<file path="src/core/dih_pkg.sv">
// Constants for the dual-image horizontal sync override block.
// Assumes a 32-bit AXI4-Lite register bus and one pixel clock domain.
package dih_pkg;
   // Bus and value widths
   localparam int unsigned ADDR_W = 10;
   localparam int unsigned DATA_W = 32;
   localparam int unsigned REG_W = 8;
   localparam int unsigned IDX_W = 8;
   localparam int unsigned VAL_W = 10;
   localparam int unsigned NPORT = 2;

   // Register indices; byte address is four times the index
   localparam logic [IDX_W-1:0] IDX_CTL0 = 8'h6a;
   localparam logic [IDX_W-1:0] IDX_SW_LO = 8'h6b;
   localparam logic [IDX_W-1:0] IDX_BP_LO = 8'h6c;
   localparam logic [IDX_W-1:0] IDX_MODE = 8'h70;
   localparam logic [IDX_W-1:0] IDX_MEAS_SW = 8'h71;
   localparam logic [IDX_W-1:0] IDX_MEAS_BP = 8'h72;

   // Fields of hsync_override_control
   localparam int unsigned BP_EN_BIT = 7;
   localparam int unsigned BP_HI_LSB = 4;
   localparam int unsigned SW_EN_BIT = 3;
   localparam int unsigned SW_HI_LSB = 0;
   localparam int unsigned HI_W = 2;
   localparam logic [REG_W-1:0] CTL0_WMASK = 8'hbb;
   localparam logic [REG_W-1:0] REG_RESET = 8'h00;

   // Fields of the mode register
   localparam int unsigned MODE_DUAL_BIT = 0;
   localparam int unsigned MODE_INDEP_BIT = 1;
   localparam int unsigned MODE_PSEL_BIT = 2;
   localparam int unsigned MODE_W = 3;
   localparam logic [MODE_W-1:0] MODE_RESET = 3'h0;

   // AXI responses
   localparam logic [1:0] RESP_OKAY = 2'h0;
   localparam logic [1:0] RESP_DECERR = 2'h3;

   localparam logic [VAL_W-1:0] VAL_ZERO = 10'h000;
   localparam logic [VAL_W-1:0] VAL_ONE = 10'h001;
   localparam logic [VAL_W-1:0] VAL_MAX = 10'h3ff;

   typedef enum logic [1:0] {
      MS_IDLE = 2'b00,
      MS_SYNC = 2'b01,
      MS_PORCH = 2'b10
   } dih_meas_t;

   typedef enum logic [1:0] {
      RG_IDLE = 2'b00,
      RG_SYNC = 2'b01,
      RG_PORCH = 2'b10
   } dih_regen_t;
endpackage

</file>
<file path="src/core/dih_top.sv">
// Dual-image hsync override: AXI4-Lite registers, line measurement and
// per-port sync regeneration. Assumes video inputs on the aclk domain.
`timescale 1ns/1ps
// Summary of operation
// - Override timing acts only in dual-image (3D or splitter) operation.
// - Measure incoming back porch and regenerate outgoing porch from it.
// - Back-porch enable bit 7 selects the programmed porch value.
// - Measure incoming sync width and regenerate outgoing pulse from it.
// - Sync-width enable bit 3 selects the programmed width value.
// - Back-porch value bits 9:8 live in control bits 5-4.
// - Back-porch value bits 7:0 live in the third register.
// - Sync-width value bits 9:8 live in control bits 1-0.
// - Sync-width value bits 7:0 live in the second register.
// - In independent mode registers act on the selected port; otherwise writes reach both ports.
// - All three override registers reset to zero, overrides off.
module dih_top (
   input wire logic aclk,
   input wire logic aresetn,
   input wire logic ce,
   input wire logic [dih_pkg::ADDR_W-1:0] s_axi_awaddr,
   input wire logic s_axi_awvalid,
   output logic s_axi_awready,
   input wire logic [dih_pkg::DATA_W-1:0] s_axi_wdata,
   input wire logic [3:0] s_axi_wstrb,
   input wire logic s_axi_wvalid,
   output logic s_axi_wready,
   output logic [1:0] s_axi_bresp,
   output logic s_axi_bvalid,
   input wire logic s_axi_bready,
   input wire logic [dih_pkg::ADDR_W-1:0] s_axi_araddr,
   input wire logic s_axi_arvalid,
   output logic s_axi_arready,
   output logic [dih_pkg::DATA_W-1:0] s_axi_rdata,
   output logic [1:0] s_axi_rresp,
   output logic s_axi_rvalid,
   input wire logic s_axi_rready,
   input wire logic vid_hsync,
   input wire logic vid_de,
   output logic [dih_pkg::NPORT-1:0] out_hsync,
   output logic [dih_pkg::NPORT-1:0] out_porch
);
   localparam int unsigned NP = dih_pkg::NPORT;
   localparam int unsigned RW = dih_pkg::REG_W;
   localparam int unsigned VW = dih_pkg::VAL_W;

   // Word index of a byte address; low two bits are ignored
   function automatic logic [dih_pkg::IDX_W-1:0] reg_idx(input logic [dih_pkg::ADDR_W-1:0] a);
      reg_idx = a[dih_pkg::ADDR_W-1:2];
   endfunction

   // Unmapped indices answer DECERR
   function automatic logic idx_mapped(input logic [dih_pkg::IDX_W-1:0] i);
      if (i == dih_pkg::IDX_CTL0) begin
         idx_mapped = 1'b1;
      end else if (i == dih_pkg::IDX_SW_LO) begin
         idx_mapped = 1'b1;
      end else if (i == dih_pkg::IDX_BP_LO) begin
         idx_mapped = 1'b1;
      end else if (i == dih_pkg::IDX_MODE) begin
         idx_mapped = 1'b1;
      end else if (i == dih_pkg::IDX_MEAS_SW) begin
         idx_mapped = 1'b1;
      end else begin
         idx_mapped = (i == dih_pkg::IDX_MEAS_BP);
      end
   endfunction

   // Write channel holding state
   logic awready_q, wready_q, bvalid_q;
   logic [1:0] bresp_q;
   logic aw_got_q, w_got_q;
   logic [dih_pkg::ADDR_W-1:0] waddr_q;
   logic [RW-1:0] wbyte_q;
   logic wlane_q;
   logic aw_take, w_take, b_done, wr_fire;
   logic [dih_pkg::IDX_W-1:0] widx;

   // Read channel state
   logic arready_q, rvalid_q;
   logic [1:0] rresp_q;
   logic [dih_pkg::DATA_W-1:0] rdata_q;
   logic ar_take, r_done;
   logic [dih_pkg::IDX_W-1:0] ridx;

   // Register storage, one override set per serial output port, one shared mode
   logic [RW-1:0] ctl0_q [NP];
   logic [RW-1:0] sw_lo_q [NP];
   logic [RW-1:0] bp_lo_q [NP];
   logic [dih_pkg::MODE_W-1:0] mode_q;

   logic dual_en, indep_mode, port_sel;
   logic [NP-1:0] wr_port;
   logic wr_ctl0, wr_sw_lo, wr_bp_lo, wr_mode;
   logic [VW-1:0] meas_sw, meas_bp;
   logic [NP-1:0] hs_out, bp_out;
   logic [RW-1:0] rd_ctl0, rd_sw_lo, rd_bp_lo;
   logic [dih_pkg::DATA_W-1:0] rd_word;

   assign aw_take = s_axi_awvalid & awready_q;
   assign w_take = s_axi_wvalid & wready_q;
   assign b_done = bvalid_q & s_axi_bready;
   // A pending answer blocks a second fire
   assign wr_fire = aw_got_q & w_got_q & ~bvalid_q;
   assign widx = reg_idx(waddr_q);

   // Mode bits: dual, independent, port select
   assign dual_en = mode_q[dih_pkg::MODE_DUAL_BIT];
   assign indep_mode = mode_q[dih_pkg::MODE_INDEP_BIT];
   assign port_sel = mode_q[dih_pkg::MODE_PSEL_BIT];

   assign wr_port = indep_mode ? (NP'(1) << port_sel) : {NP{1'b1}};

   // Only byte lane 0 carries register data; other lanes are ignored
   assign wr_ctl0 = wr_fire & wlane_q & (widx == dih_pkg::IDX_CTL0);
   assign wr_sw_lo = wr_fire & wlane_q & (widx == dih_pkg::IDX_SW_LO);
   assign wr_bp_lo = wr_fire & wlane_q & (widx == dih_pkg::IDX_BP_LO);
   assign wr_mode = wr_fire & wlane_q & (widx == dih_pkg::IDX_MODE);

   // Write address and data are taken in either order, then answered together
   always_ff @(posedge aclk) begin
      if (!aresetn) begin
         awready_q <= 1'b1;
         wready_q <= 1'b1;
         aw_got_q <= 1'b0;
         w_got_q <= 1'b0;
         waddr_q <= '0;
         wbyte_q <= dih_pkg::REG_RESET;
         wlane_q <= 1'b0;
      end else if (ce) begin
         if (aw_take) begin
            awready_q <= 1'b0;
            aw_got_q <= 1'b1;
            waddr_q <= s_axi_awaddr;
         end else if (b_done) begin
            awready_q <= 1'b1;
            aw_got_q <= 1'b0;
         end
         // Upper data lanes are dropped
         if (w_take) begin
            wready_q <= 1'b0;
            w_got_q <= 1'b1;
            wbyte_q <= s_axi_wdata[RW-1:0];
            wlane_q <= s_axi_wstrb[0];
         end else if (b_done) begin
            wready_q <= 1'b1;
            w_got_q <= 1'b0;
         end
      end
   end

   // Answer two cycles after the later half is taken
   always_ff @(posedge aclk) begin
      if (!aresetn) begin
         bvalid_q <= 1'b0;
         bresp_q <= dih_pkg::RESP_OKAY;
      end else if (ce) begin
         if (wr_fire) begin
            bvalid_q <= 1'b1;
            bresp_q <= idx_mapped(widx) ? dih_pkg::RESP_OKAY : dih_pkg::RESP_DECERR;
         end else if (b_done) begin
            bvalid_q <= 1'b0;
         end
      end
   end

   // One mode for both ports
   always_ff @(posedge aclk) begin
      if (!aresetn) begin
         mode_q <= dih_pkg::MODE_RESET;
      end else if (ce && wr_mode) begin
         mode_q <= wbyte_q[dih_pkg::MODE_W-1:0];
      end
   end

   // Per-port override registers
   genvar p;
   generate
      for (p = 0; p < NP; p++) begin : g_port
         logic [VW-1:0] sw_ovr, bp_ovr, sw_eff, bp_eff;

         // Shared mode writes both sets alike
         always_ff @(posedge aclk) begin
            if (!aresetn) begin
               ctl0_q[p] <= dih_pkg::REG_RESET;
               sw_lo_q[p] <= dih_pkg::REG_RESET;
               bp_lo_q[p] <= dih_pkg::REG_RESET;
            end else if (ce && wr_port[p]) begin
               if (wr_ctl0) begin
                  ctl0_q[p] <= wbyte_q & dih_pkg::CTL0_WMASK;
               end
               if (wr_sw_lo) begin
                  sw_lo_q[p] <= wbyte_q;
               end
               if (wr_bp_lo) begin
                  bp_lo_q[p] <= wbyte_q;
               end
            end
         end

         assign sw_ovr = {ctl0_q[p][dih_pkg::SW_HI_LSB +: dih_pkg::HI_W], sw_lo_q[p]};
         assign bp_ovr = {ctl0_q[p][dih_pkg::BP_HI_LSB +: dih_pkg::HI_W], bp_lo_q[p]};

         assign sw_eff = ctl0_q[p][dih_pkg::SW_EN_BIT] ? sw_ovr : meas_sw;
         assign bp_eff = ctl0_q[p][dih_pkg::BP_EN_BIT] ? bp_ovr : meas_bp;

         dih_hregen u_regen (
            .aclk(aclk),
            .aresetn(aresetn),
            .ce(ce),
            .dual_en(dual_en),
            .hsync_in(vid_hsync),
            .sync_w(sw_eff),
            .porch_w(bp_eff),
            .hsync_out_q(hs_out[p]),
            .porch_out_q(bp_out[p])
         );
      end
   endgenerate

   // Each regenerator registers its own outputs
   assign out_hsync = hs_out;
   assign out_porch = bp_out;

   dih_hmeasure u_meas (
      .aclk(aclk),
      .aresetn(aresetn),
      .ce(ce),
      .hsync(vid_hsync),
      .de(vid_de),
      .sync_w_q(meas_sw),
      .porch_w_q(meas_bp)
   );

   // Reads show the selected port in independent mode, else port 0
   assign rd_ctl0 = ctl0_q[indep_mode & port_sel];
   assign rd_sw_lo = sw_lo_q[indep_mode & port_sel];
   assign rd_bp_lo = bp_lo_q[indep_mode & port_sel];

   // Data is captured at the address handshake
   assign ar_take = s_axi_arvalid & arready_q;
   assign r_done = rvalid_q & s_axi_rready;
   assign ridx = reg_idx(s_axi_araddr);

   // Unmapped reads return zero
   always_comb begin
      rd_word = '0;
      if (ridx == dih_pkg::IDX_CTL0) begin
         rd_word[RW-1:0] = rd_ctl0;
      end else if (ridx == dih_pkg::IDX_SW_LO) begin
         rd_word[RW-1:0] = rd_sw_lo;
      end else if (ridx == dih_pkg::IDX_BP_LO) begin
         rd_word[RW-1:0] = rd_bp_lo;
      end else if (ridx == dih_pkg::IDX_MODE) begin
         rd_word[dih_pkg::MODE_W-1:0] = mode_q;
      end else if (ridx == dih_pkg::IDX_MEAS_SW) begin
         rd_word[VW-1:0] = meas_sw;
      end else if (ridx == dih_pkg::IDX_MEAS_BP) begin
         rd_word[VW-1:0] = meas_bp;
      end
   end

   // One read in flight until rready
   always_ff @(posedge aclk) begin
      if (!aresetn) begin
         arready_q <= 1'b1;
         rvalid_q <= 1'b0;
         rresp_q <= dih_pkg::RESP_OKAY;
         rdata_q <= '0;
      end else if (ce) begin
         if (ar_take) begin
            arready_q <= 1'b0;
            rvalid_q <= 1'b1;
            rdata_q <= rd_word;
            rresp_q <= idx_mapped(ridx) ? dih_pkg::RESP_OKAY : dih_pkg::RESP_DECERR;
         end else if (r_done) begin
            arready_q <= 1'b1;
            rvalid_q <= 1'b0;
         end
      end
   end

   // Bus outputs straight from flip-flops
   assign s_axi_awready = awready_q;
   assign s_axi_wready = wready_q;
   assign s_axi_bvalid = bvalid_q;
   assign s_axi_bresp = bresp_q;
   assign s_axi_arready = arready_q;
   assign s_axi_rvalid = rvalid_q;
   assign s_axi_rresp = rresp_q;
   assign s_axi_rdata = rdata_q;
endmodule

</file>
<file path="src/core/dih_hmeasure.sv">
// Measures sync pulse width and back porch of the incoming video line.
// Assumes hsync and de come from logic on the same pixel clock.
`timescale 1ns/1ps
module dih_hmeasure (
   input wire logic aclk,
   input wire logic aresetn,
   input wire logic ce,
   input wire logic hsync,
   input wire logic de,
   output logic [dih_pkg::VAL_W-1:0] sync_w_q,
   output logic [dih_pkg::VAL_W-1:0] porch_w_q
);
   dih_pkg::dih_meas_t st_q, st_d;
   logic [dih_pkg::VAL_W-1:0] cnt_q, cnt_d;
   logic [dih_pkg::VAL_W-1:0] sync_w_d, porch_w_d;
   logic [dih_pkg::VAL_W-1:0] cnt_inc;

   // Saturate so a broken line never wraps to a short value
   assign cnt_inc = (cnt_q == dih_pkg::VAL_MAX) ? cnt_q : cnt_q + dih_pkg::VAL_ONE;

   always_comb begin
      st_d = st_q;
      cnt_d = cnt_q;
      sync_w_d = sync_w_q;
      porch_w_d = porch_w_q;
      case (st_q)
         dih_pkg::MS_IDLE: begin
            if (hsync) begin
               st_d = dih_pkg::MS_SYNC;
               cnt_d = dih_pkg::VAL_ONE;
            end
         end
         dih_pkg::MS_SYNC: begin
            if (hsync) begin
               cnt_d = cnt_inc;
            end else begin
               sync_w_d = cnt_q;
               cnt_d = dih_pkg::VAL_ONE;
               if (de) begin
                  porch_w_d = dih_pkg::VAL_ZERO;
                  st_d = dih_pkg::MS_IDLE;
               end else begin
                  st_d = dih_pkg::MS_PORCH;
               end
            end
         end
         dih_pkg::MS_PORCH: begin
            if (de) begin
               porch_w_d = cnt_q;
               st_d = dih_pkg::MS_IDLE;
            end else if (hsync) begin
               st_d = dih_pkg::MS_IDLE;
            end else begin
               cnt_d = cnt_inc;
            end
         end
         default: st_d = dih_pkg::MS_IDLE;
      endcase
   end

   always_ff @(posedge aclk) begin
      if (!aresetn) begin
         st_q <= dih_pkg::MS_IDLE;
         cnt_q <= dih_pkg::VAL_ZERO;
         sync_w_q <= dih_pkg::VAL_ZERO;
         porch_w_q <= dih_pkg::VAL_ZERO;
      end else if (ce) begin
         st_q <= st_d;
         cnt_q <= cnt_d;
         sync_w_q <= sync_w_d;
         porch_w_q <= porch_w_d;
      end
   end
endmodule

</file>
<file path="src/core/dih_hregen.sv">
// Regenerates one output port's hsync pulse and back porch window.
// Assumes hsync_in is on the same clock; widths are sampled at line start.
`timescale 1ns/1ps
module dih_hregen (
   input wire logic aclk,
   input wire logic aresetn,
   input wire logic ce,
   input wire logic dual_en,
   input wire logic hsync_in,
   input wire logic [dih_pkg::VAL_W-1:0] sync_w,
   input wire logic [dih_pkg::VAL_W-1:0] porch_w,
   output logic hsync_out_q,
   output logic porch_out_q
);
   dih_pkg::dih_regen_t st_q, st_d;
   logic [dih_pkg::VAL_W-1:0] cnt_q, cnt_d;
   logic [dih_pkg::VAL_W-1:0] porch_l_q, porch_l_d;
   logic hs_prev_q;
   logic rise;

   assign rise = hsync_in & ~hs_prev_q;

   always_comb begin
      st_d = st_q;
      cnt_d = cnt_q;
      porch_l_d = porch_l_q;
      if (!dual_en) begin
         st_d = dih_pkg::RG_IDLE;
      end else begin
         case (st_q)
            dih_pkg::RG_IDLE: begin
               if (rise) begin
                  // Latch both lengths so a mid-line write cannot tear a line
                  porch_l_d = porch_w;
                  if (sync_w != dih_pkg::VAL_ZERO) begin
                     st_d = dih_pkg::RG_SYNC;
                     cnt_d = sync_w - dih_pkg::VAL_ONE;
                  end else if (porch_w != dih_pkg::VAL_ZERO) begin
                     st_d = dih_pkg::RG_PORCH;
                     cnt_d = porch_w - dih_pkg::VAL_ONE;
                  end
               end
            end
            dih_pkg::RG_SYNC: begin
               if (cnt_q != dih_pkg::VAL_ZERO) begin
                  cnt_d = cnt_q - dih_pkg::VAL_ONE;
               end else if (porch_l_q != dih_pkg::VAL_ZERO) begin
                  st_d = dih_pkg::RG_PORCH;
                  cnt_d = porch_l_q - dih_pkg::VAL_ONE;
               end else begin
                  st_d = dih_pkg::RG_IDLE;
               end
            end
            dih_pkg::RG_PORCH: begin
               if (cnt_q != dih_pkg::VAL_ZERO) begin
                  cnt_d = cnt_q - dih_pkg::VAL_ONE;
               end else begin
                  st_d = dih_pkg::RG_IDLE;
               end
            end
            default: st_d = dih_pkg::RG_IDLE;
         endcase
      end
   end

   always_ff @(posedge aclk) begin
      if (!aresetn) begin
         st_q <= dih_pkg::RG_IDLE;
         cnt_q <= dih_pkg::VAL_ZERO;
         porch_l_q <= dih_pkg::VAL_ZERO;
         hs_prev_q <= 1'b0;
         hsync_out_q <= 1'b0;
         porch_out_q <= 1'b0;
      end else if (ce) begin
         st_q <= st_d;
         cnt_q <= cnt_d;
         porch_l_q <= porch_l_d;
         hs_prev_q <= hsync_in;
         // Outside dual-image operation the input sync passes through
         hsync_out_q <= dual_en ? (st_d == dih_pkg::RG_SYNC) : hsync_in;
         porch_out_q <= dual_en & (st_d == dih_pkg::RG_PORCH);
      end
   end
endmodule

</file>
<file path="config.mk">
export PLATFORM = sky130hd
export DESIGN_NAME = dih_top
export DESIGN_NICKNAME = d
export VERILOG_FILES = /design/src/core/dih_pkg.sv /design/src/core/dih_top.sv /design/src/core/dih_hmeasure.sv /design/src/core/dih_hregen.sv
export SDC_FILE = /design/constraint.sdc
export NUM_CORES = 1
export LEC_CHECK = 0
export BUFFER_PORTS_ARGS = -buffer_cell sky130_fd_sc_hd__buf_4
export CORE_AREA = 2 2 212 214
export CTS_CLUSTER_DIAMETER = 100
export DETAILED_ROUTE_END_ITERATION = 12
export DIE_AREA = 0 0 214 216
export PLACE_DENSITY = 0.45
export SYNTH_ARGS = -nofsm -noshare
export SYNTH_HDL_FRONTEND = slang
export SYNTH_HIERARCHICAL = 1
export SYNTH_SLANG_ARGS = --single-unit
</file>
<file path="constraint.sdc">
create_clock -name aclk -period 4.65 [get_ports aclk]
set_clock_uncertainty 0.05 [all_clocks]
set_input_delay 0 -clock aclk [delete_from_list [all_inputs] [get_ports aclk]]
set_output_delay 0 -clock aclk [all_outputs]
set_load 0.05 [all_outputs]
</file>
==> impl_metrics.py <==
metrics = {
    "power_and_ir_drop": {
        "total_switching_power_uw": 935,
        "share_comb_of_total_power_pct": 11.7,
        "p_leak_nw": 4.65,
        "power.sequential.fraction_pct": 46.1,
        "fin_total_pwr_mw": 3.33,
        "netSwitchingFraction_pct": 28.1,
        "vdd.ir_drop.worst_mv": 0.248,
        "p_int_mw": 2.40,
        "pwr_per_cell_area_nw_per_um2": 270,
        "clkPwrFrac_pct": 42.2,
    },
    "logic_synthesis": {
        "synthesis.area_per_instance_um2": 8.71,
        "ys_warn_count": 6,
        "number_of_different_library_cells_in_the_post_synthesis_netlist": 95,
        "synth.cell_area_um2": 10400,
        "synth-xor-area-share_pct": 2.94,
        "synth-adder-area-share_pct": 2.88,
        "synth.largest_area_cell": "dfxtp_1",
        "post_synth_arst_share_pct": 0,
        "synth.top_cells.by_area": "dfxtp_1, edfxtp_1, nand2_1, mux2_2, mux2i_1",
        "post_synth_edffs": 44,
        "synthFlopType": "dfxtp_1",
        "netlist.area_leader.share_pct": 23.2,
        "seq_area_frac_synth_pct": 35.9,
        "synth_compound_area_share_pct": 19.7,
        "yosys.area_share.simple_pct": 25.1,
        "dominant_combinational_cell_family_by_area_after_synthesis": "simple AND/OR/NAND/NOR gates",
        "synthMuxAreaShare_pct": 8.27,
        "synth_cells": 1197,
        "ys_seq_elements": 165,
    },
    "critical_path": {
        "worstPathBufferInverterCount": 2,
        "crit_fanout": 11,
        "cp_data_arrival_time_ns": 4.29,
        "crit_path_start_kind": "flip-flop",
        "critical-path-top-delay-family": "simple AND/OR/NAND/NOR gates",
        "cp_slowest_cell": "a2111oi_0",
        "worst-endpoint-required_ns": 4.90,
        "timing_worst_setup_path_type": "reg -> reg",
        "crit_path_max_incr_delay_ns": 0.67,
        "worstSetupEndpointType": "flip-flop",
        "worstPathCellList": "mux2_2, nor3_1, and3_1, buf_4, a21oi_1, ha_1, or3b_1, nor3_1, a2111oi_0, buf_4, a311o_1, a21oi_1",
    },
    "finish": {
        "drive_gt1_share_pct": 13.9,
        "multiInputGateArea_um2": 6220,
        "regArea_um2": 3740,
        "num-nets-final": 1363,
        "syn_to_final_growth_pct": 18.4,
        "layout_common_cells": "nand2_1, dfxtp_1, nor2_1, buf_4, a21oi_1",
        "layout.cells.most_common": "nand2_1",
        "fill_cells": 4681,
        "fin_cells": 1878,
        "antenna_cells_inserted": 0,
    },
    "sta": {
        "layout_min_cycle_time_ns": 4.04,
        "fin_hold_ws_ns": 0.0499,
        "finalSetupTns_ns": 0,
        "final_critical_path_setup_slack_ns": 0.612,
        "final_hold_viol_count": 0,
        "final-max-slew-violation-count": 0,
        "grt_setup_unrepaired": "no",
        "final_min_period_over_clock_period_pct": 86.8,
        "max_freq_ghz": 0.248,
        "setup_viol_count_final": 0,
        "worst_slew_margin_relative_to_its_limit_pct": 19.0,
        "actual_transition_at_the_worst_max_transition_pin_ns": 1.21,
    },
    "routing": {
        "routed_wire_per_std_cell_um": 17.5,
        "drt_wl_total_mm": 32.9,
        "firstDrtPassIters": 5,
        "first_iter_violations": 678,
        "detail-route-antenna-nets": 0,
        "via_per_inst": 4.88,
        "drc": 0,
        "detailroute.via_count": 9172,
    },
    "cts": {
        "max_clock_buf_depth": 2,
        "tritoncts.num_buffers": 17,
        "post_cts_sizing": 0,
        "cts_setup_buffers": 0,
        "tritoncts_num_sinks": 165,
        "cts_root_buffer": "clkbuf_16",
        "cts.reportedPaths.clkPinSlew_ns": 0.07,
        "ctsHoldBuffers": 44,
        "clock_tree.htree_level_count": 4,
        "clk_latency_ns": 0.44,
        "tritoncts": "yes",
    },
    "placed_design": {
        "portBuffers": 57,
        "gp_routability_congestion": 0.862,
        "post-place-cells": 1802,
        "place_ws_ns": 0.688,
        "dp.final_hpwl_mm": 24.2,
    },
    "floorplanning": {
        "die-area_um2": 46200,
        "num_io_pins": 111,
        "rows": 77,
        "floorplan.die.width_um": 214,
        "floorplan.initialDensity_pct": 23.8,
        "core_area_um2": 43800,
        "chipHeight_um": 216,
    },
    "global_route": {
        "antenna_found_initial": 0,
        "number_of_global_route_vias_before_repair": 8789,
        "grt_pass1_wl_mm": 51.3,
        "grt_max_degree": 49,
        "grtUsageTotal_pct": 14.1,
        "grt.overflow.total": 0,
    },
    "worst_hold_path": {
        "hold_path.class": "in -> reg",
    },
    "run_status": {
        "result_of_the_run": "finished, final reports clean",
    },
    "run": {
        "maxCapViolations": 0,
    },
}
power groups by stage:
stage / clock [mW] / combinational (mW) / sequential (mW)
floorplan: 0 / 0.255 / 1.57
global placement: 0 / 0.361 / 1.57
finish: 1.41 / 0.389 / 1.54
CTS: 1.44 / 0.389 / 1.54
global route: 1.50 / 0.423 / 1.54
detailed placement: 0 / 0.360 / 1.57
sequential cells by signal, indices dropped and copies added, names as in the netlist, 10 cells and up:
register,cells
u_meas/sync_w_q,10
ctl0_q,12
u_meas/cnt_q,10
g_port.u_regen/porch_l_q,20
sw_lo_q,16
u_meas/porch_w_q,10
s_axi_rdata,10
bp_lo_q,16
g_port.u_regen/cnt_q,20
worst register-to-register path, delay by kind of cell, from the launching register on:
| kind | cells | cell delay [ns] |
|---|---|---|
| compound gates | 4 | 0.97 |
| mux | 1 | 0.46 |
| flops | 1 | 0.65 |
| fa+ha+maj | 1 | 0.23 |
| simple gates | 4 | 1.14 |
| buf+inv | 2 | 0.40 |
synth_stat cells (31+ instances only):
library cell	count
a21boi_0	33
a21oi_1	55
and2_1	51
clkbuf_1	33
dfxtp_1	121
edfxtp_1	44
mux2_2	41
mux2i_1	40
nand2_1	134
nand3_1	31
nor2_1	86
nor3_1	40
o21ai_0	54
area by class of cell:
type,count,area share (%)
Inverter,30,0.912
Timing Repair Buffer,113,7.76
Tap cell,592,6.00
Clock buffer,17,3.45
Multi-Input combinational cell,946,50.4
Clock inverter,15,1.16
Sequential cell,165,30.3
kinds of logic (layout without fill, tap and decap cells):
| group | count (synthesis) | after routing |
|---|---|---|
| and+or+nand+nor | 485 | 485 |
| other | 1 | 22 |
| DFF | 165 | 165 |
| buffers and inverters | 107 | 175 |
| muxes | 81 | 81 |
| AOI/OAI and AO/OA | 299 | 299 |
| adders and majority gates | 24 | 24 |
| xor gates and xnor gates | 35 | 35 |
routing by layer:
| layer | share of wire, % | GRT usage, % | wire (um) |
|---|---|---|---|
| met5 | 0 | 0 | 0 |
| met4 | 2.1 | 5.15 | 681 |
| met3 | 3.3 | 1.75 | 1080 |
| met2 | 48 | 23.3 | 15600 |
| met1 | 47 | 18.9 | 15500 |
final timing paths:
path,startpoint,endpoint,slack [ns],cells past startpoint
worst min-delay path,ce,g_port[1].u_regen/hs_prev_q,0.05,3
worst max register to register,ctl0_q[0][2],g_port[0].u_regen/cnt_q[6],0.61,12
worst max-delay path,ctl0_q[0][2],g_port[0].u_regen/cnt_q[6],0.61,12
worst min register to register,g_port[1].u_regen/porch_out_q,g_port[1].u_regen/porch_out_q,0.42,2
stage by stage:
stage	util, %	area (um^2)
after floorplan	-	10500
after global placement	25.9	11300
after detailed placement	25.9	11300
after CTS	28.2	12300
after global routing	28.2	12300
final	28.2	12300
(Power assumes the default switching activity.)
